<file path="src/pts_pkg.sv">
// constants for the system time seconds register block
package pts_pkg;
    localparam int ADDR_W = 12;
    localparam logic [11:0] OFF_CTRL = 12'h0700;
    localparam logic [11:0] OFF_INCR = 12'h0704;
    localparam logic [11:0] OFF_SEC_NOW = 12'h0708;
    localparam logic [11:0] OFF_SUB_NOW = 12'h070C;
    localparam logic [11:0] OFF_SEC_LOAD = 12'h0710;
    localparam logic [11:0] OFF_SUB_LOAD = 12'h0714;
    localparam logic [11:0] OFF_ADDEND = 12'h0718;
    localparam int BIT_FINE = 1;
    localparam int BIT_INIT = 2;
    localparam int BIT_ADJUST = 3;
    localparam int BIT_DECIMAL = 9;
    localparam int BIT_ADD_SUBTRACT_SELECT = 31;
    localparam int SUB_W = 31;
    localparam int INC_W = 8;
    localparam logic [31:0] BIN_MAX = 32'h7FFF_FFFF;
    localparam logic [31:0] DEC_MAX = 32'h3B9A_C9FF;
    localparam logic [31:0] BIN_LIMIT = BIN_MAX + 32'h0000_0001;
    localparam logic [31:0] DEC_LIMIT = DEC_MAX + 32'h0000_0001;
    localparam logic [31:0] RESET_WORD = 32'h0000_0000;
    localparam logic [1:0] RESP_OKAY = 2'h0;
    localparam logic [1:0] RESP_SLVERR = 2'h2;
    localparam int CLK_PERIOD_NS = 8;
endpackage

</file>
<file path="src/pts_time_counter.sv">
// seconds and sub-seconds counter with init, update and rollover
`timescale 1ns/10ps
module pts_time_counter (
    input wire logic aclk,
    input wire logic aresetn,
    input wire logic fine_coarse_select,
    input wire logic decimal_rollover_select,
    input wire logic time_init_bit,
    input wire logic time_adjust_bit,
    input wire logic add_subtract_select,
    input wire logic [pts_pkg::INC_W-1:0] subsecond_increment,
    input wire logic [31:0] addend,
    input wire logic [31:0] seconds_load,
    input wire logic [pts_pkg::SUB_W-1:0] subseconds_load,
    output logic [31:0] seconds_field,
    output logic [pts_pkg::SUB_W-1:0] subseconds_field
);
    import pts_pkg::*;

    typedef struct packed {
        logic [31:0] sec;
        logic [SUB_W-1:0] sub;
        logic [31:0] acc;
    } pts_cnt_t;

    pts_cnt_t st_reg;
    pts_cnt_t st_next;
    logic [31:0] limit;
    logic [32:0] acc_sum;
    logic tick;
    logic [31:0] inc_sum;
    logic [31:0] add_sum;
    logic [31:0] sub_diff;
    logic carry;
    logic borrow;

    always_comb begin
        st_next = st_reg;
        // rollover point chosen by the decimal select
        limit = decimal_rollover_select ? DEC_LIMIT : BIN_LIMIT; // see R4
        acc_sum = {1'b0, st_reg.acc} + {1'b0, addend};
        // coarse steps every cycle, fine steps on accumulator overflow
        tick = fine_coarse_select ? acc_sum[32] : 1'b1;
        inc_sum = {1'b0, st_reg.sub} + {24'h00_0000, subsecond_increment};
        add_sum = {1'b0, st_reg.sub} + {1'b0, subseconds_load};
        sub_diff = {1'b0, st_reg.sub} - {1'b0, subseconds_load};
        carry = add_sum >= limit;
        borrow = st_reg.sub < subseconds_load;
        if (fine_coarse_select) begin
            st_next.acc = acc_sum[31:0];
        end
        if (time_init_bit) begin
            // overwrite with the load values
            st_next.sec = seconds_load;
            st_next.sub = subseconds_load;
        end else if (time_adjust_bit) begin
            if (add_subtract_select) begin
                // subtract, borrowing a second on underflow
                st_next.sub = borrow ? SUB_W'(sub_diff + limit)
                                     : SUB_W'(sub_diff);
                st_next.sec = st_reg.sec - seconds_load
                              - {31'h0000_0000, borrow}; // see R6
            end else begin
                st_next.sub = carry ? SUB_W'(add_sum - limit)
                                    : SUB_W'(add_sum);
                st_next.sec = st_reg.sec + seconds_load
                              + {31'h0000_0000, carry}; // see R6
            end
        end else if (tick) begin
            if (inc_sum >= limit) begin
                st_next.sub = SUB_W'(inc_sum - limit); // see R4
                st_next.sec = st_reg.sec + 32'h0000_0001;
            end else begin
                st_next.sub = SUB_W'(inc_sum);
            end
        end
    end

    always_ff @(posedge aclk) begin
        if (!aresetn) begin
            st_reg <= '0;
        end else begin
            st_reg <= st_next;
        end
    end

    assign seconds_field = st_reg.sec;
    assign subseconds_field = st_reg.sub;
endmodule

</file>
<file path="src/pts_time_regs.sv">
// axi4-lite register block for the system time seconds counters
//
// Decided for this implementation: the AXI4-Lite register port.
`timescale 1ns/10ps
// Contract
// seconds reads as 32-bit read-only value, zero after reset
// read values may lag the running counters, which never stop
// sub-seconds is 31 bits in 30:0, bit 31 reads zero
// decimal select: 1 ns counts, wraps after 0x3B9A_C9FF
// software loads both update values before init or update
// seconds load register is read/write, loaded or added
// binary mode: sub-seconds wraps after 0x7FFF_FFFF
// coarse mode adds the increment every reference clock cycle
// update request clears itself when the update is done
// add/subtract select chooses subtraction when set
// sub-seconds rollover adds one second in the same cycle
module pts_time_regs (
    input wire logic aclk,
    input wire logic aresetn,
    input wire logic [pts_pkg::ADDR_W-1:0] s_axi_awaddr,
    input wire logic s_axi_awvalid,
    output logic s_axi_awready,
    input wire logic [31:0] s_axi_wdata,
    input wire logic [3:0] s_axi_wstrb,
    input wire logic s_axi_wvalid,
    output logic s_axi_wready,
    output logic [1:0] s_axi_bresp,
    output logic s_axi_bvalid,
    input wire logic s_axi_bready,
    input wire logic [pts_pkg::ADDR_W-1:0] s_axi_araddr,
    input wire logic s_axi_arvalid,
    output logic s_axi_arready,
    output logic [31:0] s_axi_rdata,
    output logic [1:0] s_axi_rresp,
    output logic s_axi_rvalid,
    input wire logic s_axi_rready
);
    import pts_pkg::*;

    typedef struct packed {
        logic aw_got;
        logic [ADDR_W-1:0] aw_addr;
        logic w_got;
        logic [31:0] w_data;
        logic [3:0] w_strb;
        logic bvalid;
        logic [1:0] bresp;
        logic rvalid;
        logic [31:0] rdata;
        logic [1:0] rresp;
        logic [31:0] ctrl;
        logic [INC_W-1:0] incr;
        logic [31:0] addend;
        logic [31:0] sec_load;
        logic [31:0] sub_load;
        logic [31:0] sec_view;
        logic [SUB_W-1:0] sub_view;
    } pts_regs_t;

    pts_regs_t st_reg;
    pts_regs_t st_next;
    logic [31:0] sec_live;
    logic [SUB_W-1:0] sub_live;
    logic do_write;
    logic do_read;
    logic [31:0] wmask;
    logic [31:0] merged;
    logic mapped;

    pts_time_counter pts_time_counter_inst (
        .aclk(aclk),
        .aresetn(aresetn),
        .fine_coarse_select(st_reg.ctrl[BIT_FINE]),
        .decimal_rollover_select(st_reg.ctrl[BIT_DECIMAL]),
        .time_init_bit(st_reg.ctrl[BIT_INIT]),
        .time_adjust_bit(st_reg.ctrl[BIT_ADJUST]),
        .add_subtract_select(st_reg.sub_load[BIT_ADD_SUBTRACT_SELECT]),
        .subsecond_increment(st_reg.incr),
        .addend(st_reg.addend),
        .seconds_load(st_reg.sec_load),
        .subseconds_load(st_reg.sub_load[SUB_W-1:0]),
        .seconds_field(sec_live),
        .subseconds_field(sub_live)
    );

    assign s_axi_awready = !st_reg.aw_got;
    assign s_axi_wready = !st_reg.w_got;
    assign s_axi_arready = !st_reg.rvalid;
    assign s_axi_bvalid = st_reg.bvalid;
    assign s_axi_bresp = st_reg.bresp;
    assign s_axi_rvalid = st_reg.rvalid;
    assign s_axi_rdata = st_reg.rdata;
    assign s_axi_rresp = st_reg.rresp;

    always_comb begin
        st_next = st_reg;
        wmask = {{8{st_reg.w_strb[3]}}, {8{st_reg.w_strb[2]}},
                 {8{st_reg.w_strb[1]}}, {8{st_reg.w_strb[0]}}};
        merged = '0;
        mapped = 1'b0;
        // time view passes through one register stage
        st_next.sec_view = sec_live;
        st_next.sub_view = sub_live;
        // requests self-clear on the same edge at which the counter acts on them
        st_next.ctrl[BIT_INIT] = 1'b0;
        st_next.ctrl[BIT_ADJUST] = 1'b0;
        // capture address and data in either order
        if (s_axi_awvalid && !st_reg.aw_got) begin
            st_next.aw_got = 1'b1;
            st_next.aw_addr = s_axi_awaddr;
        end
        if (s_axi_wvalid && !st_reg.w_got) begin
            st_next.w_got = 1'b1;
            st_next.w_data = s_axi_wdata;
            st_next.w_strb = s_axi_wstrb;
        end
        do_write = st_reg.aw_got && st_reg.w_got && !st_reg.bvalid;
        if (do_write) begin
            st_next.aw_got = 1'b0;
            st_next.w_got = 1'b0;
            st_next.bvalid = 1'b1;
            st_next.bresp = RESP_OKAY;
            case ({st_reg.aw_addr[ADDR_W-1:2], 2'b00})
                OFF_CTRL: begin
                    merged = (st_reg.ctrl & ~wmask) | (st_reg.w_data & wmask);
                    st_next.ctrl[BIT_FINE] = merged[BIT_FINE];
                    st_next.ctrl[BIT_DECIMAL] = merged[BIT_DECIMAL];
                    // set wins over the self-clear
                    st_next.ctrl[BIT_INIT] = merged[BIT_INIT];
                    st_next.ctrl[BIT_ADJUST] = merged[BIT_ADJUST];
                end
                OFF_INCR: begin
                    merged = ({24'h00_0000, st_reg.incr} & ~wmask)
                             | (st_reg.w_data & wmask);
                    st_next.incr = merged[INC_W-1:0];
                end
                OFF_SEC_LOAD: begin
                    st_next.sec_load = (st_reg.sec_load & ~wmask)
                                       | (st_reg.w_data & wmask);
                end
                OFF_SUB_LOAD: begin
                    st_next.sub_load = (st_reg.sub_load & ~wmask)
                                       | (st_reg.w_data & wmask);
                end
                OFF_ADDEND: begin
                    st_next.addend = (st_reg.addend & ~wmask)
                                     | (st_reg.w_data & wmask);
                end
                OFF_SEC_NOW, OFF_SUB_NOW: begin
                    st_next.bresp = RESP_OKAY;
                end
                default: begin
                    st_next.bresp = RESP_SLVERR;
                end
            endcase
        end
        if (st_reg.bvalid && s_axi_bready) begin
            st_next.bvalid = 1'b0;
        end
        do_read = s_axi_arvalid && !st_reg.rvalid;
        if (do_read) begin
            st_next.rvalid = 1'b1;
            st_next.rresp = RESP_OKAY;
            mapped = 1'b1;
            case ({s_axi_araddr[ADDR_W-1:2], 2'b00})
                OFF_CTRL: begin
                    st_next.rdata = st_reg.ctrl;
                end
                OFF_INCR: begin
                    st_next.rdata = {24'h00_0000, st_reg.incr};
                end
                OFF_SEC_NOW: begin
                    st_next.rdata = st_reg.sec_view;
                end
                OFF_SUB_NOW: begin
                    st_next.rdata = {1'b0, st_reg.sub_view};
                end
                OFF_SEC_LOAD: begin
                    st_next.rdata = st_reg.sec_load;
                end
                OFF_SUB_LOAD: begin
                    st_next.rdata = st_reg.sub_load;
                end
                OFF_ADDEND: begin
                    st_next.rdata = st_reg.addend;
                end
                default: begin
                    mapped = 1'b0;
                    st_next.rdata = RESET_WORD;
                end
            endcase
            if (!mapped) begin
                st_next.rresp = RESP_SLVERR;
            end
        end
        if (st_reg.rvalid && s_axi_rready) begin
            st_next.rvalid = 1'b0;
        end
    end

    always_ff @(posedge aclk) begin
        if (!aresetn) begin
            st_reg <= '0;
        end else begin
            st_reg <= st_next;
        end
    end
endmodule

</file>
<file path="config.mk">
export PLATFORM = sky130hd
export DESIGN_NAME = pts_time_regs
export DESIGN_NICKNAME = d
export VERILOG_FILES = /design/src/pts_pkg.sv /design/src/pts_time_counter.sv /design/src/pts_time_regs.sv
export SDC_FILE = /design/constraint.sdc
export NUM_CORES = 1
export LEC_CHECK = 0
export BUFFER_PORTS_ARGS = -buffer_cell sky130_fd_sc_hd__buf_2
export CELL_PAD_IN_SITES_DETAIL_PLACEMENT = 0
export CELL_PAD_IN_SITES_GLOBAL_PLACEMENT = 2
export CORE_MARGIN = 2
export CORE_UTILIZATION = 35
export CTS_CLUSTER_SIZE = 20
export DETAILED_ROUTE_END_ITERATION = 12
export GPL_TIMING_DRIVEN = 1
export PLACE_DENSITY_LB_ADDON = 0.1
export SYNTH_ARGS = -nofsm -noshare
export SYNTH_HDL_FRONTEND = slang
export SYNTH_SLANG_ARGS = --single-unit
</file>
<file path="constraint.sdc">
create_clock -name aclk -period 9.6 [get_ports aclk]
set_input_delay 0.48 -clock aclk [delete_from_list [all_inputs] [get_ports aclk]]
set_output_delay 0.48 -clock aclk [all_outputs]
set_load 0.05 [all_outputs]
</file>
==> impl_metrics.csv, run 1 <==
group,metric,value,unit
synth,synthTopCellsByArea,"dfxtp_1, ha_1, a21oi_1",
synth,yosys_register_bits,350,
final_layout,area_growth,10.9,%
sta,drv_slew,0,
critical_path,endpoint_kind,"flip-flop",
routing,drt_iter0_markers,1988,
final_layout,nFillCells,8285,
sta,rsz0062_at_grt,"no",
critical_path,slowest_delay,0.76,ns
floorplan,dieArea,0.0813,sq mm
routing,vias,27000,
critical_path,start_kind,"flip-flop",
power_and_ir_drop,p_comb_share,2.9,%
flow_run,cap_violations,0,
synth,syn_area_per_cell,7.60,sq um
routing,viasPerCell,5.70,
final_layout,layout-drive-gt1-share,8.66,%
sta,max_freq,112,MHz
place,place_worst_setup_slack,0.241,ns
clocking,hold_buffers,0,
critical_path,crit_required,10.10,ns
clocking,cts-root-buf,"clkbuf_16",
worst_hold_path,min_path_type,"input port to flip-flop",
grt,grt_pass1_vias,25500,
synth,seq_area_frac_synth,25.3,%
synth,synth_top_area_cell,"dfxtp_1",
sta,hold_viol_final,0,
power_and_ir_drop,p_clk_share,52.1,%
routing,drtPass1Iterations,6,
clocking,h-tree-depth,2,
worst_hold_path,min_path_cells,2,
grt,grt_overflow_total,0,
grt,grt_max_degree,174,
sta,setup_viol,0,
synth,synth_top_area_share,25.3,%
critical_path,cp_max_fo,8,
run_status,outcome,"complete, no violations",
sta,finalCritPeriodShare,93.4,%
power_and_ir_drop,p_leak,0.0125,uW
clocking,clock_path_buffers,3,
floorplan,start_util,35.2,%
grt,antenna_found_initial,1,
critical_path,crit_arrival,9.47,ns
critical_path,cp_slowest_cell,"a2111oi_0",
synth,synthArstFlopShare,0,%
power_and_ir_drop,ir_worst_vdd,100,uV
clocking,cts_tree,"yes",
power_and_ir_drop,netSwitchingFraction,23.6,%
final_layout,final_area,0.0307,sq mm
synth,synth_adder_area_share,11.3,%
power_and_ir_drop,switchingPower,782,uW
critical_path,r2r_cells,32,
floorplan,core,0.0786,sq mm
synth,synth_simple_gate_area_share,20.8,%
clocking,cts_buffers,42,
grt,grt_pass1_wl,163000,um
critical_path,worst-setup-path-type,"flip-flop to flip-flop",
sta,worst_pin_slew,1.18,ns
routing,ant_nets,0,
synth,synth_ff_type,"dfxtp_1",
place,gp_congestion,0.909,
final_layout,fin_nets,3966,
place,place_area,0.0292,sq mm
synth,yosysMostFrequentCell,"nand2_1",
synth,synth_common_cells,"nand2_1, nor2_1, a21oi_1",
place,dp_hpwl,84100,um
routing,drt_wl_total,110000,um
sta,period_minus_slack,8.97,ns
place,port_buffers,101,
floorplan,die_height,285,um
floorplan,io_pins,108,
power_and_ir_drop,power,3310,uW
synth,synth_edf_count,0,
floorplan,die_x,285,um
grt,track_usage,26.1,%
synth,synth-warning-count,0,
sta,fin_skew,0.0183,ns
synth,syn_inst,3640,
sta,worst_slack,0.634,ns
sta,tns,0,ns
routing,drc_errors,0,
clocking,cts.sinks,350,
floorplan,rows,103,
power_and_ir_drop,sequentialPowerShare,45.0,%
synth,synth_compound_area_share,25.9,%
synth,synth_top_family_by_area,"compound AO/OA/AOI/OAI gates",
synth,synth_cell_types,101,
synth,synth_area,0.0277,sq mm
clocking,clkLatencyLatePin,0.58,ns
synth,synth.mux.area_fraction,3.15,%
synth,synth_xor_area_share,7.06,%
routing,wire_per_inst,23.2,um
sta,slew_headroom,19.4,%
power_and_ir_drop,powerDensity,108,mW/mm^2
final_layout,insertedDiodeCount,0,
clocking,clkTransAtPathRegs,0.06,ns
power_and_ir_drop,internal_power,2530,uW
[cell usage in the layout (no fill, tap or decap), drive strengths merged, types with 28 or more instances in the layout]
cell / synthesis / layout
nand2: 403 / 403
nor2: 370 / 370
a21oi: 362 / 362
dfxtp: 350 / 350
ha: 237 / 237
inv: 211 / 216
buf: 73 / 183
xnor2: 169 / 169
o21ai: 130 / 130
a211oi: 89 / 89
nand3: 86 / 86
mux2i: 78 / 78
nor3: 71 / 71
a21o: 64 / 64
clkbuf: 141 / 55
xor2: 54 / 54
a22oi: 52 / 52
and2: 50 / 50
nor2b: 43 / 43
and3: 39 / 39
o211ai: 39 / 39
a31oi: 38 / 38
nor4: 38 / 38
nand2b: 29 / 29
a222oi: 29 / 29
o21bai: 28 / 28
[path summary, 6_finish.rpt]
| path | start | end | slack (ns) |
|---|---|---|---|
| worst min register to register | st_reg[281]$_SDFFE_PN0P_ | st_reg[281]$_SDFFE_PN0P_ | 0.46 |
| worst min-delay path | s_axi_rready | s_axi_rvalid$_SDFFE_PP0P_ | 0.11 |
| worst max register to register | pts_time_counter_inst.subseconds_field[16]$_SDFFE_PN0P_ | pts_time_counter_inst.seconds_field[29]$_SDFFE_PN0P_ | 0.63 |
| worst max-delay path | pts_time_counter_inst.subseconds_field[16]$_SDFFE_PN0P_ | pts_time_counter_inst.seconds_field[29]$_SDFFE_PN0P_ | 0.63 |
[cell type report]
cell class | count | area (sq um) | share of cell area (%)
clock buffers | 55 | 1190 | 3.88
clock inverters | 20 | 279 | 0.909
inverters | 215 | 817 | 2.66
multi-input cells | 2862 | 19000 | 61.7
flip-flops and latches | 350 | 7010 | 22.8
well taps | 1050 | 1310 | 4.28
repair buffers | 183 | 1130 | 3.69
[through the flow]
stage | instances | hold slack [ns] | util, %
floorplan | 3641 | 0.431 | -
global placement | 4660 | 0.440 | 37.1
detailed placement | 4660 | 0.448 | 37.1
CTS | 4735 | 0.0800 | 39.0
global route | 4735 | 0.115 | 39.1
finish | 4735 | 0.108 | 39.1
[cells by family after synthesis]
kind of cell / count (synthesis)
AND/OR/NAND/NOR: 1239
multiplexers: 86
adder cells (fa/ha/maj): 245
flip-flops: 350
other: 1
XOR/XNOR: 223
AO/OA/AOI/OAI: 1067
buffers and inverters: 429
[timing repair]
action,4_1_cts,5_1_grt
resized for setup,0,8
setup endpoints to repair,0,8
buffers inserted,0,0
[worst max-delay path, delay by kind of cell, from the launching register on]
family / cells / cell delay, ns
AO/OA/AOI/OAI: 13 / 4.38
adder cells (fa/ha/maj): 3 / 1.12
buffers and inverters: 2 / 0.24
flip-flops: 1 / 0.49
multiplexers: 1 / 0.25
AND/OR/NAND/NOR: 13 / 2.40
[layer usage]
metal	part of all wire [%]	track usage, %	vias up
met2	47	43.9	723
met4	3.5	8.64	0
met5	0	0	-
met3	4.1	2.44	150
li1	-	-	13100
met1	46	35.0	13000
[power by group through the flow]
stage	Combinational, uW	Sequential, uW	Clock, uW
floorplan	60.4	1510	0
global placement	95.8	1520	0
detailed placement	97.1	1520	0
CTS	97.3	1490	1770
global route	106	1490	1830
finish	96.1	1490	1730
No activity file was read; power rests on OpenSTA's default activity.
==> run 2: changes to the inputs <==
ABC_AREA = 1   (was not set)
==> impl_metrics.csv, run 2 <==
group,metric,value,unit
run_status,outcome,"complete, no violations",
synth,synth_top_area_cell,"dfxtp_1",
floorplan,start_util,35.2,%
grt,track_usage,28.8,%
synth,synthTopCellsByArea,"dfxtp_1, nand2_1, ha_1",
sta,worst_slack,1.97,ns
power_and_ir_drop,switchingPower,798,uW
power_and_ir_drop,p_leak,0.0164,uW
critical_path,start_kind,"flip-flop",
synth,synth_ff_type,"dfxtp_1",
critical_path,endpoint_kind,"flip-flop",
final_layout,final_common_cell,"nand2_1",
place,gp_congestion,0.932,
final_layout,area_growth,9.10,%
final_layout,layout-drive-gt1-share,6.72,%
synth,synthArstFlopShare,0,%
sta,worst_pin_slew,1.18,ns
sta,holdWs,0.101,ns
routing,drt_wl_total,129000,um
routing,drc_errors,0,
sta,fin_skew,0.0249,ns
sta,tns,0,ns
critical_path,cp_slowest_cell,"ha_1",
synth,synth_top_family_by_area,"simple AND/OR/NAND/NOR gates",
clocking,hold_buffers,0,
clocking,clkTransAtPathRegs,0.06,ns
grt,grt_overflow_total,0,
routing,wire_per_inst,21.7,um
synth,yosysMostFrequentCell,"nand2_1",
synth,synth_edf_count,0,
synth,synth.mux.area_fraction,0,%
floorplan,die_x,296,um
synth,synth_top_area_share,23.5,%
routing,drtPass1Iterations,5,
sta,drv_slew,0,
critical_path,critPathMostFrequentCell,"nand2_1",
floorplan,rows,107,
power_and_ir_drop,netSwitchingFraction,23.6,%
clocking,clock_path_buffers,3,
synth,seq_area_frac_synth,23.5,%
sta,rsz0062_at_grt,"no",
sta,hold_viol_final,0,
grt,antenna_found_initial,1,
critical_path,cp.depth,45,
critical_path,r2r_cells,45,
final_layout,final_util,38.4,%
worst_hold_path,min_path_type,"input port to flip-flop",
sta,max_freq,131,MHz
power_and_ir_drop,powerDensity,104,mW/mm^2
clocking,h-tree-depth,2,
floorplan,die_height,296,um
synth,synth-warning-count,0,
floorplan,dieArea,0.0876,sq mm
power_and_ir_drop,p_clk_share,52.2,%
worst_hold_path,min_path_cells,2,
worst_hold_path,holdCritStartpoint,"s_axi_bready",
clocking,post_cts_resized,0,
power_and_ir_drop,ir_worst_vdd,110,uV
critical_path,worst-setup-path-type,"flip-flop to flip-flop",
critical_path,cp_max_fo,9,
final_layout,layout_common_cells,"nand2_1, inv_1, a21oi_1, nor2_1, o21ai_0",
final_layout,nFillCells,9478,
routing,drt_iter0_markers,2783,
critical_path,crit_required,10.06,ns
critical_path,crit_arrival,8.09,ns
synth,synth_adder_area_share,10.5,%
final_layout,fin_nets,5058,
clocking,clkLatencyLatePin,0.59,ns
critical_path,critPathTopFamily,"simple AND/OR/NAND/NOR gates",
grt,grt_max_degree,128,
clocking,cts_buffers,43,
place,place_worst_setup_slack,2.24,ns
place,dp_hpwl,103000,um
synth,synth_compound_area_share,21.3,%
synth,syn_inst,4763,
critical_path,cp_num_buf_inv,5,
synth,synth_cell_types,72,
clocking,cts.sinks,350,
final_layout,insertedDiodeCount,0,
power_and_ir_drop,sequentialPowerShare,44.2,%
place,port_buffers,101,
sta,period_minus_slack,7.63,ns
critical_path,slowest_delay,0.48,ns
sta,setup_viol,0,
power_and_ir_drop,internal_power,2580,uW
clocking,cts_setup_buffers,0,
clocking,cts-root-buf,"clkbuf_16",
synth,synth_common_cells,"nand2_1, inv_1, a21oi_1",
routing,vias,30900,
clocking,cts_tree,"yes",
routing,ant_nets,0,
grt,grt_pass1_wl,189000,um
synth,synth_xor_area_share,3.99,%
power_and_ir_drop,p_comb_share,3.7,%
routing,viasPerCell,5.22,
synth,synth_area,0.0298,sq mm
synth,syn_area_per_cell,6.26,sq um
synth,synth_simple_gate_area_share,28.4,%
sta,slew_headroom,20.8,%
floorplan,io_pins,108,
synth,yosys_register_bits,350,
grt,grt_pass1_vias,29000,
floorplan,core,0.0847,sq mm
sta,finalCritPeriodShare,79.5,%
flow_run,cap_violations,0,
run 2: changes by cell type after synthesis, moves of 42 or more:
cell / delta
nor2b_1: -42
mux2i_1: -78
a21o_1: -47
nand3_1: +204
a21oi_1: +125
nand2_1: +599
o21ai_0: +281
nor2_1: +104
inv_1: +469
a211oi_1: -66
a22oi_1: -51
xnor2_1: -139
and2_1: -47
xor2_1: +52
run 2: through the flow:
step | area, sq um | std cells | power [uW]
3_3_place_gp | 31000 | 5845 | 1650
4_1_cts | 32500 | 5921 | 3410
3_5_place_dp | 31000 | 5845 | 1650
6_report | 32500 | 5921 | 3380
2_1_floorplan | 29800 | 4764 | 1590
5_1_grt | 32500 | 5921 | 3490
run 2: area by class of cell:
type                       instances  area (sq um)  share of cell area (%)
multi-input combinational       3503         19200                    58.9
clock inverter                    18           283                   0.869
inverter                         716          2690                    8.27
sequential                       350          7010                    21.5
clock buffer                      58          1220                    3.76
tap                             1144          1430                    4.40
timing repair buffer             132           747                    2.30
run 2: kinds of logic (layout without fill, tap and decap cells):
kind of cell | Yosys count | after routing
simple gates | 1980 | 1980
compound gates | 1140 | 1140
buf+inv | 911 | 924
flops | 350 | 350
fa+ha+maj | 245 | 245
xor+xnor | 136 | 136
other cells | 1 | 2
run 2: layer usage:
| layer | up-vias | global-route usage, % | part of all wire [%] |
|---|---|---|---|
| met5 | - | 0 | 0 |
| met4 | 0 | 5.05 | 1.7 |
| met3 | 86 | 4.50 | 6.2 |
| met2 | 841 | 44.5 | 43 |
| met1 | 14400 | 42.3 | 49 |
| li1 | 15600 | - | - |
run 2: worst paths after layout:
kind / endpoint / slack (ns)
worst max-delay path: pts_time_counter_inst.seconds_field[22]$_SDFFE_PN0P_ / 1.97
worst min-delay path: s_axi_bvalid$_SDFFE_PP0P_ / 0.10
worst max register to register: pts_time_counter_inst.seconds_field[22]$_SDFFE_PN0P_ / 1.97
worst min register to register: s_axi_rdata[16]$_SDFFE_PN0P_ / 0.47
run 2: power by group through the flow:
stage,sequential (uW),combinational [uW],clock (uW)
after floorplan,1510,76.1,0
after global placement,1520,124,0
after detailed placement,1530,124,0
after CTS,1490,124,1790
after global routing,1490,137,1860
final,1490,124,1760
